[config.mk]
export PLATFORM = sky130hd
export DESIGN_NAME = dua_top
export DESIGN_NICKNAME = d
export VERILOG_FILES = /design/src/hw/dua_pkg.sv /design/src/hw/dua_fifo.sv /design/src/hw/dua_baud.sv /design/src/hw/dua_top.sv
export SDC_FILE = /design/constraint.sdc
export NUM_CORES = 2
export LEC_CHECK = 0
export ABC_AREA = 1
export BUFFER_PORTS_ARGS = -buffer_cell sky130_fd_sc_hd__buf_2
export CAP_MARGIN = 30
export CORE_UTILIZATION = 45
export DETAILED_ROUTE_END_ITERATION = 8
export SYNTH_ARGS = -nofsm -noshare
export SYNTH_HDL_FRONTEND = slang
export SYNTH_SLANG_ARGS = --single-unit
[constraint.sdc]
create_clock -name sys_clk -period 7.9 [get_ports sys_clk]
set_clock_uncertainty 0.2 [all_clocks]
set_input_delay 0.395 -clock sys_clk [delete_from_list [all_inputs] [get_ports sys_clk]]
set_output_delay 0.395 -clock sys_clk [all_outputs]
set_load 0.05 [all_outputs]
[src/hw/dua_pkg.sv]
// Summary of operation
// Reset pin polarity follows bus-type select
// Reset pulse of 40 ns restores defaults
// Reset holds transmit high, ignores receive
// Low half-duplex strap makes RTS direction output
// Fractional register bit 6 disables auto direction
// Low infrared strap powers up infrared mode
// Fractional register bit 7 disables infrared mode
// Direction goes receive after last stop bit
// Direction goes transmit when byte is loaded
// Without strap, auto direction off after reset
// Direction high means receive, low transmit
// Each channel has 64-byte transmit, receive FIFOs
// Prescaler divides input clock by one or four
// Sampling at 4X, 8X or 16X bit rate
// Channels independent, compatible defaults after reset
// Idle transmit high; infrared encoder idles low
// Mode bits reset from the strap pins
package dua_pkg;
   // Structure
   localparam int CH_N = 2;
   localparam int DATA_W = 8;
   localparam int FIFO_DEPTH = 64;
   localparam int FIFO_AW = 6;
   localparam logic [FIFO_AW:0] FIFO_FULL_CNT = 7'h40;
   // Timing
   localparam int CLK_HZ = 10_000_000;
   localparam int RST_MIN_NS = 40;
   localparam int RST_MIN_RAW = (RST_MIN_NS * (CLK_HZ / 1_000_000) + 999) / 1000;
   localparam int RST_MIN_CYC = (RST_MIN_RAW < 1) ? 1 : RST_MIN_RAW;
   localparam logic [1:0] SETTLE_CNT = 2'h3;
   localparam logic [1:0] PRESC_LAST = 2'h3;
   // Host register addresses
   localparam logic [2:0] ADR_DATA = 3'h0;
   localparam logic [2:0] ADR_DIV_LO = 3'h1;
   localparam logic [2:0] ADR_DIV_HI = 3'h2;
   localparam logic [2:0] ADR_FRAC = 3'h3;
   localparam logic [2:0] ADR_CTRL = 3'h4;
   localparam logic [2:0] ADR_STAT = 3'h5;
   // Fractional divisor register fields
   localparam int FRAC_LSB = 0;
   localparam int FRAC_W = 4;
   localparam int SAMP_LSB = 4;
   localparam int RS485_BIT = 6;
   localparam int IR_BIT = 7;
   // Control register fields
   localparam int PRESC_BIT = 0;
   localparam int RTS_BIT = 1;
   // Status register fields
   localparam int ST_RXAV = 0;
   localparam int ST_TXFE = 1;
   localparam int ST_TEMT = 2;
   localparam int ST_OVR = 3;
   localparam int ST_TXFULL = 4;
   localparam int ST_DIRRX = 5;
   // Reset values
   localparam logic [15:0] DIV_RST = 16'h0001;
   localparam logic [7:0] FRAC_RST = 8'h00;
   localparam logic [7:0] CTRL_RST = 8'h00;
   // Sampling modes and their per-bit sub-tick figures
   localparam logic [1:0] SAMP_16X = 2'h0;
   localparam logic [1:0] SAMP_8X = 2'h1;
   localparam logic [1:0] SAMP_4X = 2'h2;
   localparam logic [3:0] LAST_16 = 4'hf;
   localparam logic [3:0] HALF_16 = 4'h7;
   localparam logic [3:0] IRW_16 = 4'h3;
   localparam logic [3:0] LAST_8 = 4'h7;
   localparam logic [3:0] HALF_8 = 4'h3;
   localparam logic [3:0] IRW_8 = 4'h2;
   localparam logic [3:0] LAST_4 = 4'h3;
   localparam logic [3:0] HALF_4 = 4'h1;
   localparam logic [3:0] IRW_4 = 4'h1;
   localparam logic [2:0] BIT_LAST = 3'h7;
   // Serial engine states
   typedef enum logic [1:0] {
      SER_IDLE = 2'h0,
      SER_START = 2'h1,
      SER_DATA = 2'h2,
      SER_STOP = 2'h3
   } dua_ser_state_type;
endpackage : dua_pkg

[src/hw/dua_fifo.sv]
`timescale 1ns/1ps
module dua_fifo (
   // Clock and reset
   input wire logic sys_clk,
   input wire logic nrst,
   input wire logic clr,
   // Fill side
   input wire logic wr_valid,
   output logic wr_ready,
   input wire logic [dua_pkg::DATA_W-1:0] wr_data,
   // Drain side
   output logic rd_valid,
   input wire logic rd_ready,
   output logic [dua_pkg::DATA_W-1:0] rd_data
);
   import dua_pkg::*;

   logic [DATA_W-1:0] mem_q [FIFO_DEPTH]; // Storage, no reset needed
   logic [FIFO_AW-1:0] wp_q, wp_d; // Write pointer
   logic [FIFO_AW-1:0] rp_q, rp_d; // Read pointer
   logic [FIFO_AW:0] cnt_q, cnt_d; // Fill level, one bit wider than pointers
   logic push;
   logic pop;

   assign wr_ready = (cnt_q != FIFO_FULL_CNT);
   assign rd_valid = (cnt_q != '0);
   assign rd_data = mem_q[rp_q];

   // Pointer and level next values
   always_comb begin
      push = wr_valid & wr_ready;
      pop = rd_valid & rd_ready;
      wp_d = push ? wp_q + 6'h01 : wp_q;
      rp_d = pop ? rp_q + 6'h01 : rp_q;
      cnt_d = cnt_q + {6'h00, push} - {6'h00, pop};
      if (clr) begin
         wp_d = '0;
         rp_d = '0;
         cnt_d = '0;
      end
   end

   // Pointer and level registers
   always_ff @(posedge sys_clk or negedge nrst) begin
      if (!nrst) begin
         wp_q <= '0;
         rp_q <= '0;
         cnt_q <= '0;
      end else begin
         wp_q <= wp_d;
         rp_q <= rp_d;
         cnt_q <= cnt_d;
      end
   end

   // Storage write; contents are don't-care while empty
   always_ff @(posedge sys_clk) begin
      if (push) begin
         mem_q[wp_q] <= wr_data;
      end
   end
endmodule : dua_fifo

[src/hw/dua_baud.sv]
`timescale 1ns/1ps
module dua_baud (
   // Clock and reset
   input wire logic sys_clk,
   input wire logic nrst,
   input wire logic clr,
   // Rate setting
   input wire logic [15:0] div,
   input wire logic [dua_pkg::FRAC_W-1:0] frac,
   input wire logic presc4,
   // Sample-rate enable pulse
   output logic samp_tick
);
   import dua_pkg::*;

   logic [1:0] pre_q, pre_d; // Prescaler phase
   logic [16:0] cnt_q, cnt_d; // Divisor counter
   logic [FRAC_W-1:0] acc_q, acc_d; // Fraction accumulator
   logic extra_q, extra_d; // Stretch current period by one
   logic tick_q, tick_d;
   logic pre_en;
   logic [16:0] limit;
   logic [FRAC_W:0] sum;

   assign samp_tick = tick_q;

   // Prescaled divisor with fractional stretch
   always_comb begin
      pre_en = presc4 ? (pre_q == PRESC_LAST) : 1'b1;
      pre_d = pre_q + 2'h1;
      // A zero divisor would stall the channel, so it acts as one
      limit = {1'b0, (div == '0) ? 16'h0001 : div} + {16'h0000, extra_q};
      sum = {1'b0, acc_q} + {1'b0, frac};
      cnt_d = cnt_q;
      acc_d = acc_q;
      extra_d = extra_q;
      tick_d = 1'b0;
      if (pre_en) begin
         if (cnt_q + 17'h00001 >= limit) begin
            cnt_d = '0;
            tick_d = 1'b1;
            acc_d = sum[FRAC_W-1:0];
            extra_d = sum[FRAC_W];
         end else begin
            cnt_d = cnt_q + 17'h00001;
         end
      end
      if (clr) begin
         pre_d = '0;
         cnt_d = '0;
         acc_d = '0;
         extra_d = 1'b0;
         tick_d = 1'b0;
      end
   end

   // Rate registers
   always_ff @(posedge sys_clk or negedge nrst) begin
      if (!nrst) begin
         pre_q <= '0;
         cnt_q <= '0;
         acc_q <= '0;
         extra_q <= 1'b0;
         tick_q <= 1'b0;
      end else begin
         pre_q <= pre_d;
         cnt_q <= cnt_d;
         acc_q <= acc_d;
         extra_q <= extra_d;
         tick_q <= tick_d;
      end
   end
endmodule : dua_baud

[src/hw/dua_top.sv]
`timescale 1ns/1ps
module dua_top (
   // Clock and system reset
   input wire logic sys_clk,
   input wire logic nrst,
   // Device pins: reset, bus-type select, straps
   input wire logic reset_pin,
   input wire logic bus_sel,
   input wire logic halfduplex_strap_n,
   input wire logic infrared_strap_n,
   // Host strobes, one per channel, same clock
   input wire logic [dua_pkg::CH_N-1:0] hst_wr,
   input wire logic [dua_pkg::CH_N-1:0] hst_rd,
   input wire logic [2:0] hst_addr,
   input wire logic [dua_pkg::DATA_W-1:0] hst_wdata,
   output logic [dua_pkg::CH_N-1:0][dua_pkg::DATA_W-1:0] hst_rdata,
   // Serial pins per channel
   output logic [dua_pkg::CH_N-1:0] txd,
   input wire logic [dua_pkg::CH_N-1:0] rxd,
   output logic [dua_pkg::CH_N-1:0] rts_n
);
   import dua_pkg::*;

   localparam int PIN_N = 4 + CH_N; // Asynchronous pins that are synchronised

   logic [PIN_N-1:0] pin_s1_q; // First stage, read only by second stage
   logic [PIN_N-1:0] pin_s2_q; // Safe to use
   logic [1:0] settle_q, settle_d; // Lets synchronisers fill after power-up
   logic rst_s, sel_s, hd_strap_s, ir_strap_s;
   logic dev_rst; // Reset pin after polarity selection
   logic core_rst; // Reset for all channel state

   // Pin synchronisers
   always_ff @(posedge sys_clk or negedge nrst) begin
      if (!nrst) begin
         pin_s1_q <= '0;
         pin_s2_q <= '0;
      end else begin
         pin_s1_q <= {rxd, infrared_strap_n, halfduplex_strap_n, bus_sel, reset_pin};
         pin_s2_q <= pin_s1_q;
      end
   end

   assign rst_s = pin_s2_q[0];
   assign sel_s = pin_s2_q[1];
   assign hd_strap_s = pin_s2_q[2];
   assign ir_strap_s = pin_s2_q[3];
   // High select: active-high reset; low select: active-low reset
   assign dev_rst = sel_s ? rst_s : ~rst_s;
   // Any pulse spanning a clock edge is caught; see RST_MIN_CYC
   assign core_rst = dev_rst | (settle_q != SETTLE_CNT);

   // Settling counter next value
   always_comb begin
      settle_d = (settle_q == SETTLE_CNT) ? settle_q : settle_q + 2'h1;
   end

   // Settling counter register
   always_ff @(posedge sys_clk or negedge nrst) begin
      if (!nrst) begin
         settle_q <= '0;
      end else begin
         settle_q <= settle_d;
      end
   end

   // One identical, independent channel per iteration
   for (genvar g = 0; g < CH_N; g++) begin : g_ch
      logic [15:0] div_q, div_d; // Baud divisor
      logic [7:0] frac_q, frac_d; // Fractional divisor register
      logic [7:0] ctrl_q, ctrl_d; // Prescaler and manual RTS
      logic ovr_q, ovr_d; // Receive overrun, sticky
      logic [7:0] rdata_q, rdata_d; // Host read data
      dua_ser_state_type tx_st_q, tx_st_d;
      logic [7:0] tx_sh_q, tx_sh_d;
      logic [2:0] tx_bit_q, tx_bit_d;
      logic [3:0] tx_sub_q, tx_sub_d;
      logic txd_q, txd_d;
      logic dir_q, dir_d; // High means receive
      logic rts_q, rts_d;
      dua_ser_state_type rx_st_q, rx_st_d;
      logic [7:0] rx_sh_q, rx_sh_d;
      logic [2:0] rx_bit_q, rx_bit_d;
      logic [3:0] rx_sub_q, rx_sub_d;
      logic ir_seen_q, ir_seen_d; // Infrared pulse seen since last sample
      logic tick;
      logic tf_wv, tf_wr, tf_rv, tf_rr;
      logic [7:0] tf_rd;
      logic rf_wv, rf_wr, rf_rv, rf_rr;
      logic [7:0] rf_rd;
      logic [3:0] last_sub, half_sub, ir_w;
      logic ir_on, auto_on, raw, line, samp_pt, tx_val;
      logic [7:0] stat;

      // Transmit FIFO
      dua_fifo u_tx_fifo (
         .sys_clk(sys_clk),
         .nrst(nrst),
         .clr(core_rst),
         .wr_valid(tf_wv),
         .wr_ready(tf_wr),
         .wr_data(hst_wdata),
         .rd_valid(tf_rv),
         .rd_ready(tf_rr),
         .rd_data(tf_rd)
      );

      // Receive FIFO
      dua_fifo u_rx_fifo (
         .sys_clk(sys_clk),
         .nrst(nrst),
         .clr(core_rst),
         .wr_valid(rf_wv),
         .wr_ready(rf_wr),
         .wr_data(rx_sh_q),
         .rd_valid(rf_rv),
         .rd_ready(rf_rr),
         .rd_data(rf_rd)
      );

      // Sample-rate generator
      dua_baud u_baud (
         .sys_clk(sys_clk),
         .nrst(nrst),
         .clr(core_rst),
         .div(div_q),
         .frac(frac_q[FRAC_LSB +: FRAC_W]),
         .presc4(ctrl_q[PRESC_BIT]),
         .samp_tick(tick)
      );

      assign hst_rdata[g] = rdata_q;
      assign txd[g] = txd_q;
      assign rts_n[g] = rts_q;
      assign raw = pin_s2_q[4 + g];
      assign ir_on = frac_q[IR_BIT];
      assign auto_on = frac_q[RS485_BIT];

      // Oversampling figures and received line level
      always_comb begin
         unique case (frac_q[SAMP_LSB +: 2])
            SAMP_8X: begin
               last_sub = LAST_8;
               half_sub = HALF_8;
               ir_w = IRW_8;
            end
            SAMP_4X: begin
               last_sub = LAST_4;
               half_sub = HALF_4;
               ir_w = IRW_4;
            end
            default: begin
               // Unused code falls back to 16X
               last_sub = LAST_16;
               half_sub = HALF_16;
               ir_w = IRW_16;
            end
         endcase
         // Infrared: a short high pulse anywhere in the bit means zero
         line = ir_on ? ~(raw | ir_seen_q) : raw;
      end

      // Host register access
      always_comb begin
         stat = '0;
         stat[ST_RXAV] = rf_rv;
         stat[ST_TXFE] = ~tf_rv;
         stat[ST_TEMT] = ~tf_rv & (tx_st_q == SER_IDLE);
         stat[ST_OVR] = ovr_q;
         stat[ST_TXFULL] = ~tf_wr;
         stat[ST_DIRRX] = dir_q;
         div_d = div_q;
         frac_d = frac_q;
         ctrl_d = ctrl_q;
         rdata_d = rdata_q;
         // Writes to a full FIFO are dropped
         tf_wv = hst_wr[g] & (hst_addr == ADR_DATA);
         rf_rr = hst_rd[g] & (hst_addr == ADR_DATA);
         if (hst_wr[g]) begin
            unique case (hst_addr)
               ADR_DIV_LO: div_d[7:0] = hst_wdata;
               ADR_DIV_HI: div_d[15:8] = hst_wdata;
               ADR_FRAC: frac_d = hst_wdata;
               ADR_CTRL: ctrl_d = hst_wdata;
               default: ;
            endcase
         end
         if (hst_rd[g]) begin
            unique case (hst_addr)
               ADR_DATA: rdata_d = rf_rv ? rf_rd : 8'h00;
               ADR_DIV_LO: rdata_d = div_q[7:0];
               ADR_DIV_HI: rdata_d = div_q[15:8];
               ADR_FRAC: rdata_d = frac_q;
               ADR_CTRL: rdata_d = ctrl_q;
               ADR_STAT: rdata_d = stat;
               default: rdata_d = 8'h00;
            endcase
         end
         if (core_rst) begin
            div_d = DIV_RST;
            frac_d = FRAC_RST;
            // Straps are active low and reload on every reset
            frac_d[RS485_BIT] = ~hd_strap_s;
            frac_d[IR_BIT] = ~ir_strap_s;
            ctrl_d = CTRL_RST;
            rdata_d = 8'h00;
         end
      end

      // Transmitter and direction control
      always_comb begin
         tx_st_d = tx_st_q;
         tx_sh_d = tx_sh_q;
         tx_bit_d = tx_bit_q;
         tx_sub_d = tx_sub_q;
         dir_d = dir_q;
         tf_rr = tick & (tx_st_q == SER_IDLE);
         if (tick) begin
            if (tx_st_q == SER_IDLE) begin
               if (tf_rv) begin
                  tx_sh_d = tf_rd;
                  tx_st_d = SER_START;
                  tx_sub_d = '0;
                  tx_bit_d = '0;
               end
            end else if (tx_sub_q != last_sub) begin
               tx_sub_d = tx_sub_q + 4'h1;
            end else begin
               tx_sub_d = '0;
               unique case (tx_st_q)
                  SER_START: tx_st_d = SER_DATA;
                  SER_DATA: begin
                     tx_sh_d = {1'b1, tx_sh_q[7:1]};
                     tx_bit_d = tx_bit_q + 3'h1;
                     if (tx_bit_q == BIT_LAST) begin
                        tx_st_d = SER_STOP;
                     end
                  end
                  default: begin
                     tx_st_d = SER_IDLE;
                     // Stop bit fully sent and nothing queued
                     if (!tf_rv) begin
                        dir_d = 1'b1;
                     end
                  end
               endcase
            end
         end
         // A byte loaded now wins over the release above
         if (tf_wv & tf_wr) begin
            dir_d = 1'b0;
         end
         unique case (tx_st_q)
            SER_START: tx_val = 1'b0;
            SER_DATA: tx_val = tx_sh_q[0];
            default: tx_val = 1'b1;
         endcase
         // Encoder sends a short high pulse per zero, else idles low
         if (ir_on) begin
            txd_d = ~tx_val & (tx_sub_q < ir_w);
         end else begin
            txd_d = tx_val;
         end
         // Direction drives RTS only in auto mode; manual RTS is low-true
         rts_d = auto_on ? dir_q : ~ctrl_q[RTS_BIT];
         if (core_rst) begin
            tx_st_d = SER_IDLE;
            tx_sub_d = '0;
            tx_bit_d = '0;
            tx_sh_d = '0;
            txd_d = 1'b1;
            dir_d = 1'b1;
            rts_d = 1'b1;
            tf_rr = 1'b0;
         end
      end

      // Receiver
      always_comb begin
         rx_st_d = rx_st_q;
         rx_sh_d = rx_sh_q;
         rx_bit_d = rx_bit_q;
         rx_sub_d = rx_sub_q;
         rf_wv = 1'b0;
         ovr_d = ovr_q;
         samp_pt = tick & (((rx_st_q == SER_START) & (rx_sub_q == half_sub))
                   | ((rx_st_q != SER_IDLE) & (rx_st_q != SER_START)
                   & (rx_sub_q == last_sub)));
         if (tick) begin
            if (rx_st_q == SER_IDLE) begin
               if (!line) begin
                  rx_st_d = SER_START;
                  rx_sub_d = '0;
               end
            end else if (!samp_pt) begin
               rx_sub_d = rx_sub_q + 4'h1;
            end else begin
               rx_sub_d = '0;
               unique case (rx_st_q)
                  SER_START: begin
                     // Glitch shorter than half a bit is dropped
                     rx_st_d = line ? SER_IDLE : SER_DATA;
                     rx_bit_d = '0;
                  end
                  SER_DATA: begin
                     rx_sh_d = {line, rx_sh_q[7:1]};
                     rx_bit_d = rx_bit_q + 3'h1;
                     if (rx_bit_q == BIT_LAST) begin
                        rx_st_d = SER_STOP;
                     end
                  end
                  default: begin
                     rx_st_d = SER_IDLE;
                     rf_wv = line;
                     if (line & ~rf_wr) begin
                        ovr_d = 1'b1;
                     end
                  end
               endcase
            end
         end
         // Status read clears overrun unless a new one lands now
         if (hst_rd[g] & (hst_addr == ADR_STAT) & ~(rf_wv & ~rf_wr)) begin
            ovr_d = 1'b0;
         end
         ir_seen_d = ir_on & (raw | ir_seen_q) & ~samp_pt;
         if (core_rst) begin
            // Line is ignored while reset is held
            rx_st_d = SER_IDLE;
            rx_sh_d = '0;
            rx_bit_d = '0;
            rx_sub_d = '0;
            rf_wv = 1'b0;
            ovr_d = 1'b0;
            ir_seen_d = 1'b0;
         end
      end

      // Channel registers
      always_ff @(posedge sys_clk or negedge nrst) begin
         if (!nrst) begin
            div_q <= DIV_RST;
            frac_q <= FRAC_RST;
            ctrl_q <= CTRL_RST;
            ovr_q <= 1'b0;
            rdata_q <= 8'h00;
            tx_st_q <= SER_IDLE;
            tx_sh_q <= '0;
            tx_bit_q <= '0;
            tx_sub_q <= '0;
            txd_q <= 1'b1;
            dir_q <= 1'b1;
            rts_q <= 1'b1;
            rx_st_q <= SER_IDLE;
            rx_sh_q <= '0;
            rx_bit_q <= '0;
            rx_sub_q <= '0;
            ir_seen_q <= 1'b0;
         end else begin
            div_q <= div_d;
            frac_q <= frac_d;
            ctrl_q <= ctrl_d;
            ovr_q <= ovr_d;
            rdata_q <= rdata_d;
            tx_st_q <= tx_st_d;
            tx_sh_q <= tx_sh_d;
            tx_bit_q <= tx_bit_d;
            tx_sub_q <= tx_sub_d;
            txd_q <= txd_d;
            dir_q <= dir_d;
            rts_q <= rts_d;
            rx_st_q <= rx_st_d;
            rx_sh_q <= rx_sh_d;
            rx_bit_q <= rx_bit_d;
            rx_sub_q <= rx_sub_d;
            ir_seen_q <= ir_seen_d;
         end
      end
   end
endmodule : dua_top

==> out/summary.log <==
[outcome] result of the run completed
[sta] Final TNS setup 0 ns
[grt] gr ovfl total 0
[floorplanning] Die Outline Area 227000 sq um
[floorplanning] starting utilization of the core area 0.454
[synthesis] Avg Cell Area, Syn 10.7 sq um
[route] post-detailed-routing wire length 262000 microns
[cts] cell at the root of the clock tree sky130_fd_sc_hd__clkbuf_16
[synthesis] Mapped Nets 9636
[worst_setup_path] startpoint class of the critical path register
[route] vias post-DR 68000
[worst_setup_path] cell type group with the largest total delay on the critical path simple AND/OR/NAND/NOR gates
[cts] clock-pin slew on the worst setup and hold paths 0.06 ns
[route] Pre-antenna DRT Iters 6
[cts] clock insertion delay at the later pin of the skew report 0.88 ns
[synthesis] proportion of register bits with asynchronous set or reset after synthesis 0.127
[route] via count normalized by instance count 5.39
[layout] Fillers 19700
[grt] pin count of the biggest net entering global routing 182
[grt] number of global-route vias before repair 66100
[layout] synthesis-to-layout area growth 11.0%
[worst_setup_path] Worst EP arrival 5.30 ns
[worst_setup_path] Worst Setup End Kind register
[cts] post-cts sizing count 0
[synthesis] Top FF cell, synth sky130_fd_sc_hd__edfxtp_1
[route] number of antenna-violating nets in the routed design 0
[cts] clock tree from TritonCTS done
[sta] worst slew slack as a fraction of its limit 0.260
[sta] worst setup margin 3.18 ns
[floorplanning] boundary pin count 43
[sta] unrepaired setup endpoints after global routing no
[grt] first-pass GRT wire length 398000 microns
[power] Leak 43.3 nW
[route] initial DRC count 6802
[synthesis] number of enable-type register cells in the synthesized netlist 2048
[synthesis] flop and latch count out of synthesis 2346
[floorplanning] floorplan row count 173
[placement] Routability Congestion 0.892
[cts] H-tree depth 4
[worst_setup_path] sequence of cells on the critical path nor4_1, nand4_1, nand2_1, ha_1, ha_1, nand3_1, nor3_1, nand3_1, nor2_1, inv_1, nor3_1, nand3_1, ha_1, a21oi_1, o21ai_0, nor2_1, nand3_1, nor2_1, nand2_1, inv_1, nand2_1, o21ai_0
[sta] final number of hold-violating endpoints 0
[hold_path] kind of path behind the tightest hold check in -> reg
[placement] Port Buf Inserts 42
[worst_setup_path] CP Buf/Inv Count 2
[synthesis] Syn Inst Count 9480
[worst_setup_path] Slowest-stage cell, CP sky130_fd_sc_hd__dfrtp_1
[sta] final slew viol count 0
[layout] post-route cell area 112000 sq um
[floorplanning] Floorplan Core Area 223000 sq um
[route] WL/cell 20.8 microns
[placement] Post-DP HPWL 158000 microns
[sta] Final Cycle Share 0.597
[worst_setup_path] critical path data required time 8.48 ns
[sta] actual transition at the worst max-transition pin 1.11 ns
[floorplanning] die extent in x 476 microns
[synthesis] sequential element share of the synthesized area 0.682
[grt] antenna violations before repair 6
[synthesis] Yosys Warn Count 0
[placement] pre-CTS setup slack 3.19 ns
[cts] Max Root-Sink Buffers 3
[worst_setup_path] maximum net fanout on the critical path 10
[synthesis] synthesized cell area 101000 sq um
[worst_setup_path] dominant cell type by count on the critical path sky130_fd_sc_hd__nand3_1
[grt] Total Routing Usage GR 0.230
[sta] maximum clock frequency 212 MHz
[cts] total clock sinks 2346
[cts] postcts setup bufs 0
[floorplanning] height of the chip 476 microns
[sta] crit path time final 4.72 ns
[route] drt drc 0
[power] post-layout power 0.0276 W
[sta] minimum hold slack 0.0227 ns
[worst_setup_path] critical path class reg -> reg
[power] worst voltage drop across the vdd grid 0.229 mV
[layout] number of nets in the final layout 9586
[worst_setup_path] Largest stage delay, worst path 0.45 ns
[layout] share of final-layout standard cells stronger than drive strength 1 0.0609
[run] MaxCap Viol Count 0
[sta] final setup violating endpoints 0
[cts] hold-fix buffer count after cts 27
[placement] area after detailed placement 104000 sq um
[cts] cts bufs inserted 234
[power] power per cell area 246 nW/um^2
[synthesis] number of distinct library cell variants in the gate-level netlist after synthesis 55
[per-layer routing]
layer / part of all wire / vias up / routed length, microns / global-route usage
li1: - / 32200 / - / -
met1: 0.43 / 33100 / 114000 / 0.321
met2: 0.47 / 2277 / 123000 / 0.374
met3: 0.066 / 458 / 17200 / 0.0316
met4: 0.030 / 2 / 7790 / 0.0725
met5: 0.000072 / - / 19 / 0
[area by class of cell]
class,instances,area (sq um),area share
clock buffers,288,6180,0.0551
diodes,4,10.0,0.0000892
multi-input cells,6016,27800,0.248
repair buffers,174,1510,0.0134
well taps,2975,3720,0.0332
flip-flops and latches,2346,69000,0.615
clock inverters,154,1530,0.0136
inverters,658,2500,0.0222
[final timing paths]
path,to,slack (ns),start,cells after the start
worst min register to register,pin_s2_q[0],0.15,pin_s1_q[0],0
worst min-delay path,pin_s1_q[4],0.02,rxd[0],2
max in group asynchronous,g_ch[1].rx_sh_q[0],6.00,nrst,4
min in group asynchronous,g_ch[0].txd_q,0.49,nrst,3
worst max-delay path,g_ch[0].u_baud.cnt_q[3],3.18,g_ch[0].div_q[2],22
worst max register to register,g_ch[0].u_baud.cnt_q[3],3.18,g_ch[0].div_q[2],22
[cells by family (layout without fill, tap and decap cells)]
| group | count (synthesis) | in the layout | synth area share |
|---|---|---|---|
| AOI/OAI and AO/OA | 819 | 819 | 0.0470 |
| xor gates and xnor gates | 83 | 83 | 0.00719 |
| adders and majority gates | 133 | 133 | 0.0169 |
| buffers and inverters | 1118 | 1274 | 0.0432 |
| DFF | 2346 | 2346 | 0.682 |
| muxes | 2 | 2 | 0.000223 |
| other | 0 | 4 | 0 |
| and+or+nand+nor | 4979 | 4979 | 0.203 |
[worst register-to-register path, cell delays in order, from the launching register on]
cell and delay, ns:
sky130_fd_sc_hd__dfrtp_1 0.45, sky130_fd_sc_hd__nor4_1 0.37, sky130_fd_sc_hd__nand4_1 0.16, sky130_fd_sc_hd__nand2_1 0.09, sky130_fd_sc_hd__ha_1 0.16, sky130_fd_sc_hd__ha_1 0.18, sky130_fd_sc_hd__nand3_1 0.13, sky130_fd_sc_hd__nor3_1 0.34
sky130_fd_sc_hd__nand3_1 0.16, sky130_fd_sc_hd__nor2_1 0.15, sky130_fd_sc_hd__inv_1 0.07, sky130_fd_sc_hd__nor3_1 0.24, sky130_fd_sc_hd__nand3_1 0.15, sky130_fd_sc_hd__ha_1 0.37, sky130_fd_sc_hd__a21oi_1 0.16, sky130_fd_sc_hd__o21ai_0 0.09
sky130_fd_sc_hd__nor2_1 0.17, sky130_fd_sc_hd__nand3_1 0.09, sky130_fd_sc_hd__nor2_1 0.19, sky130_fd_sc_hd__nand2_1 0.29, sky130_fd_sc_hd__inv_1 0.29, sky130_fd_sc_hd__nand2_1 0.08, sky130_fd_sc_hd__o21ai_0 0.07
[where the power goes]
| group | leakage [nW] | internal [W] | total, W | switching (W) |
|---|---|---|---|---|
| registers | 22.4 | 0.0138 | 0.0141 | 0.000241 |
| clock network | 3.80 | 0.00640 | 0.0112 | 0.00480 |
| logic | 17.1 | 0.000666 | 0.00236 | 0.00169 |
[synthesized netlist by cell type (all sizes together) (2+ instances only)]
cell type  number  area share
nand4          33      0.0020
a21boi         56      0.0042
a21oi         295       0.015
xnor2          23      0.0020
nor4           14     0.00093
o31ai           6     0.00045
or2             7     0.00043
a221oi         11     0.00095
nor3b           4     0.00030
clkinv         15     0.00056
o21ai         253       0.013
nor2          610       0.023
a21o            2     0.00015
dfrtp         290       0.072
xor2           60      0.0052
o2bb2ai         3     0.00026
o21bai         10     0.00074
nand2        3080        0.11
dfstp           8      0.0021
nor3           51      0.0027
o22ai          38      0.0024
mux2            2     0.00022
a31oi           5     0.00031
nand3        1175       0.059
edfxtp       2048        0.61
o211ai        114      0.0085
fa              6      0.0012
a211oi         22      0.0016
nand3b          4     0.00030
ha            127       0.016
clkbuf        274       0.010
buf           186      0.0086
inv           643       0.024
[stage by stage]
step | utilization | cells
floorplan | - | 9480
global placement | 0.467 | 12100
detailed placement | 0.468 | 12100
CTS | 0.504 | 12600
global route | 0.504 | 12600
finish | 0.504 | 12600
[flip-flops by register name, indices dropped and copies added (netlist names), 16 cells and up]
name,cells
g_ch.ctrl_q,16
g_ch.rx_sh_q,16
g_ch.rdata_q,16
g_ch.u_rx_fifo.mem_q,1024
g_ch.frac_q,16
g_ch.u_baud.cnt_q,34
g_ch.tx_sh_q,16
g_ch.u_tx_fifo.mem_q,1024
g_ch.div_q,32
[cells in the final DEF, fill, tap and decap left out, drive strengths merged, types with 4 or more instances in the layout]
cell / n
a21boi: 56
ha: 127
clkinvlp: 9
nor4: 14
edfxtp: 2048
inv: 651
dfstp: 8
or2: 7
xor2: 60
diode: 4
o21bai: 10
nand3: 1175
clkbuf: 289
dfrtp: 290
clkinv: 126
nor2: 610
nand3b: 4
a21oi: 295
a31oi: 5
nand2: 3080
o21ai: 253
fa: 6
o211ai: 114
o31ai: 6
o22ai: 38
xnor2: 23
buf: 147
nor3: 51
nand4: 33
a211oi: 22
nor3b: 4
a221oi: 11
bufinv: 26
dlygate4sd3: 26
(Power assumes the default switching activity.)
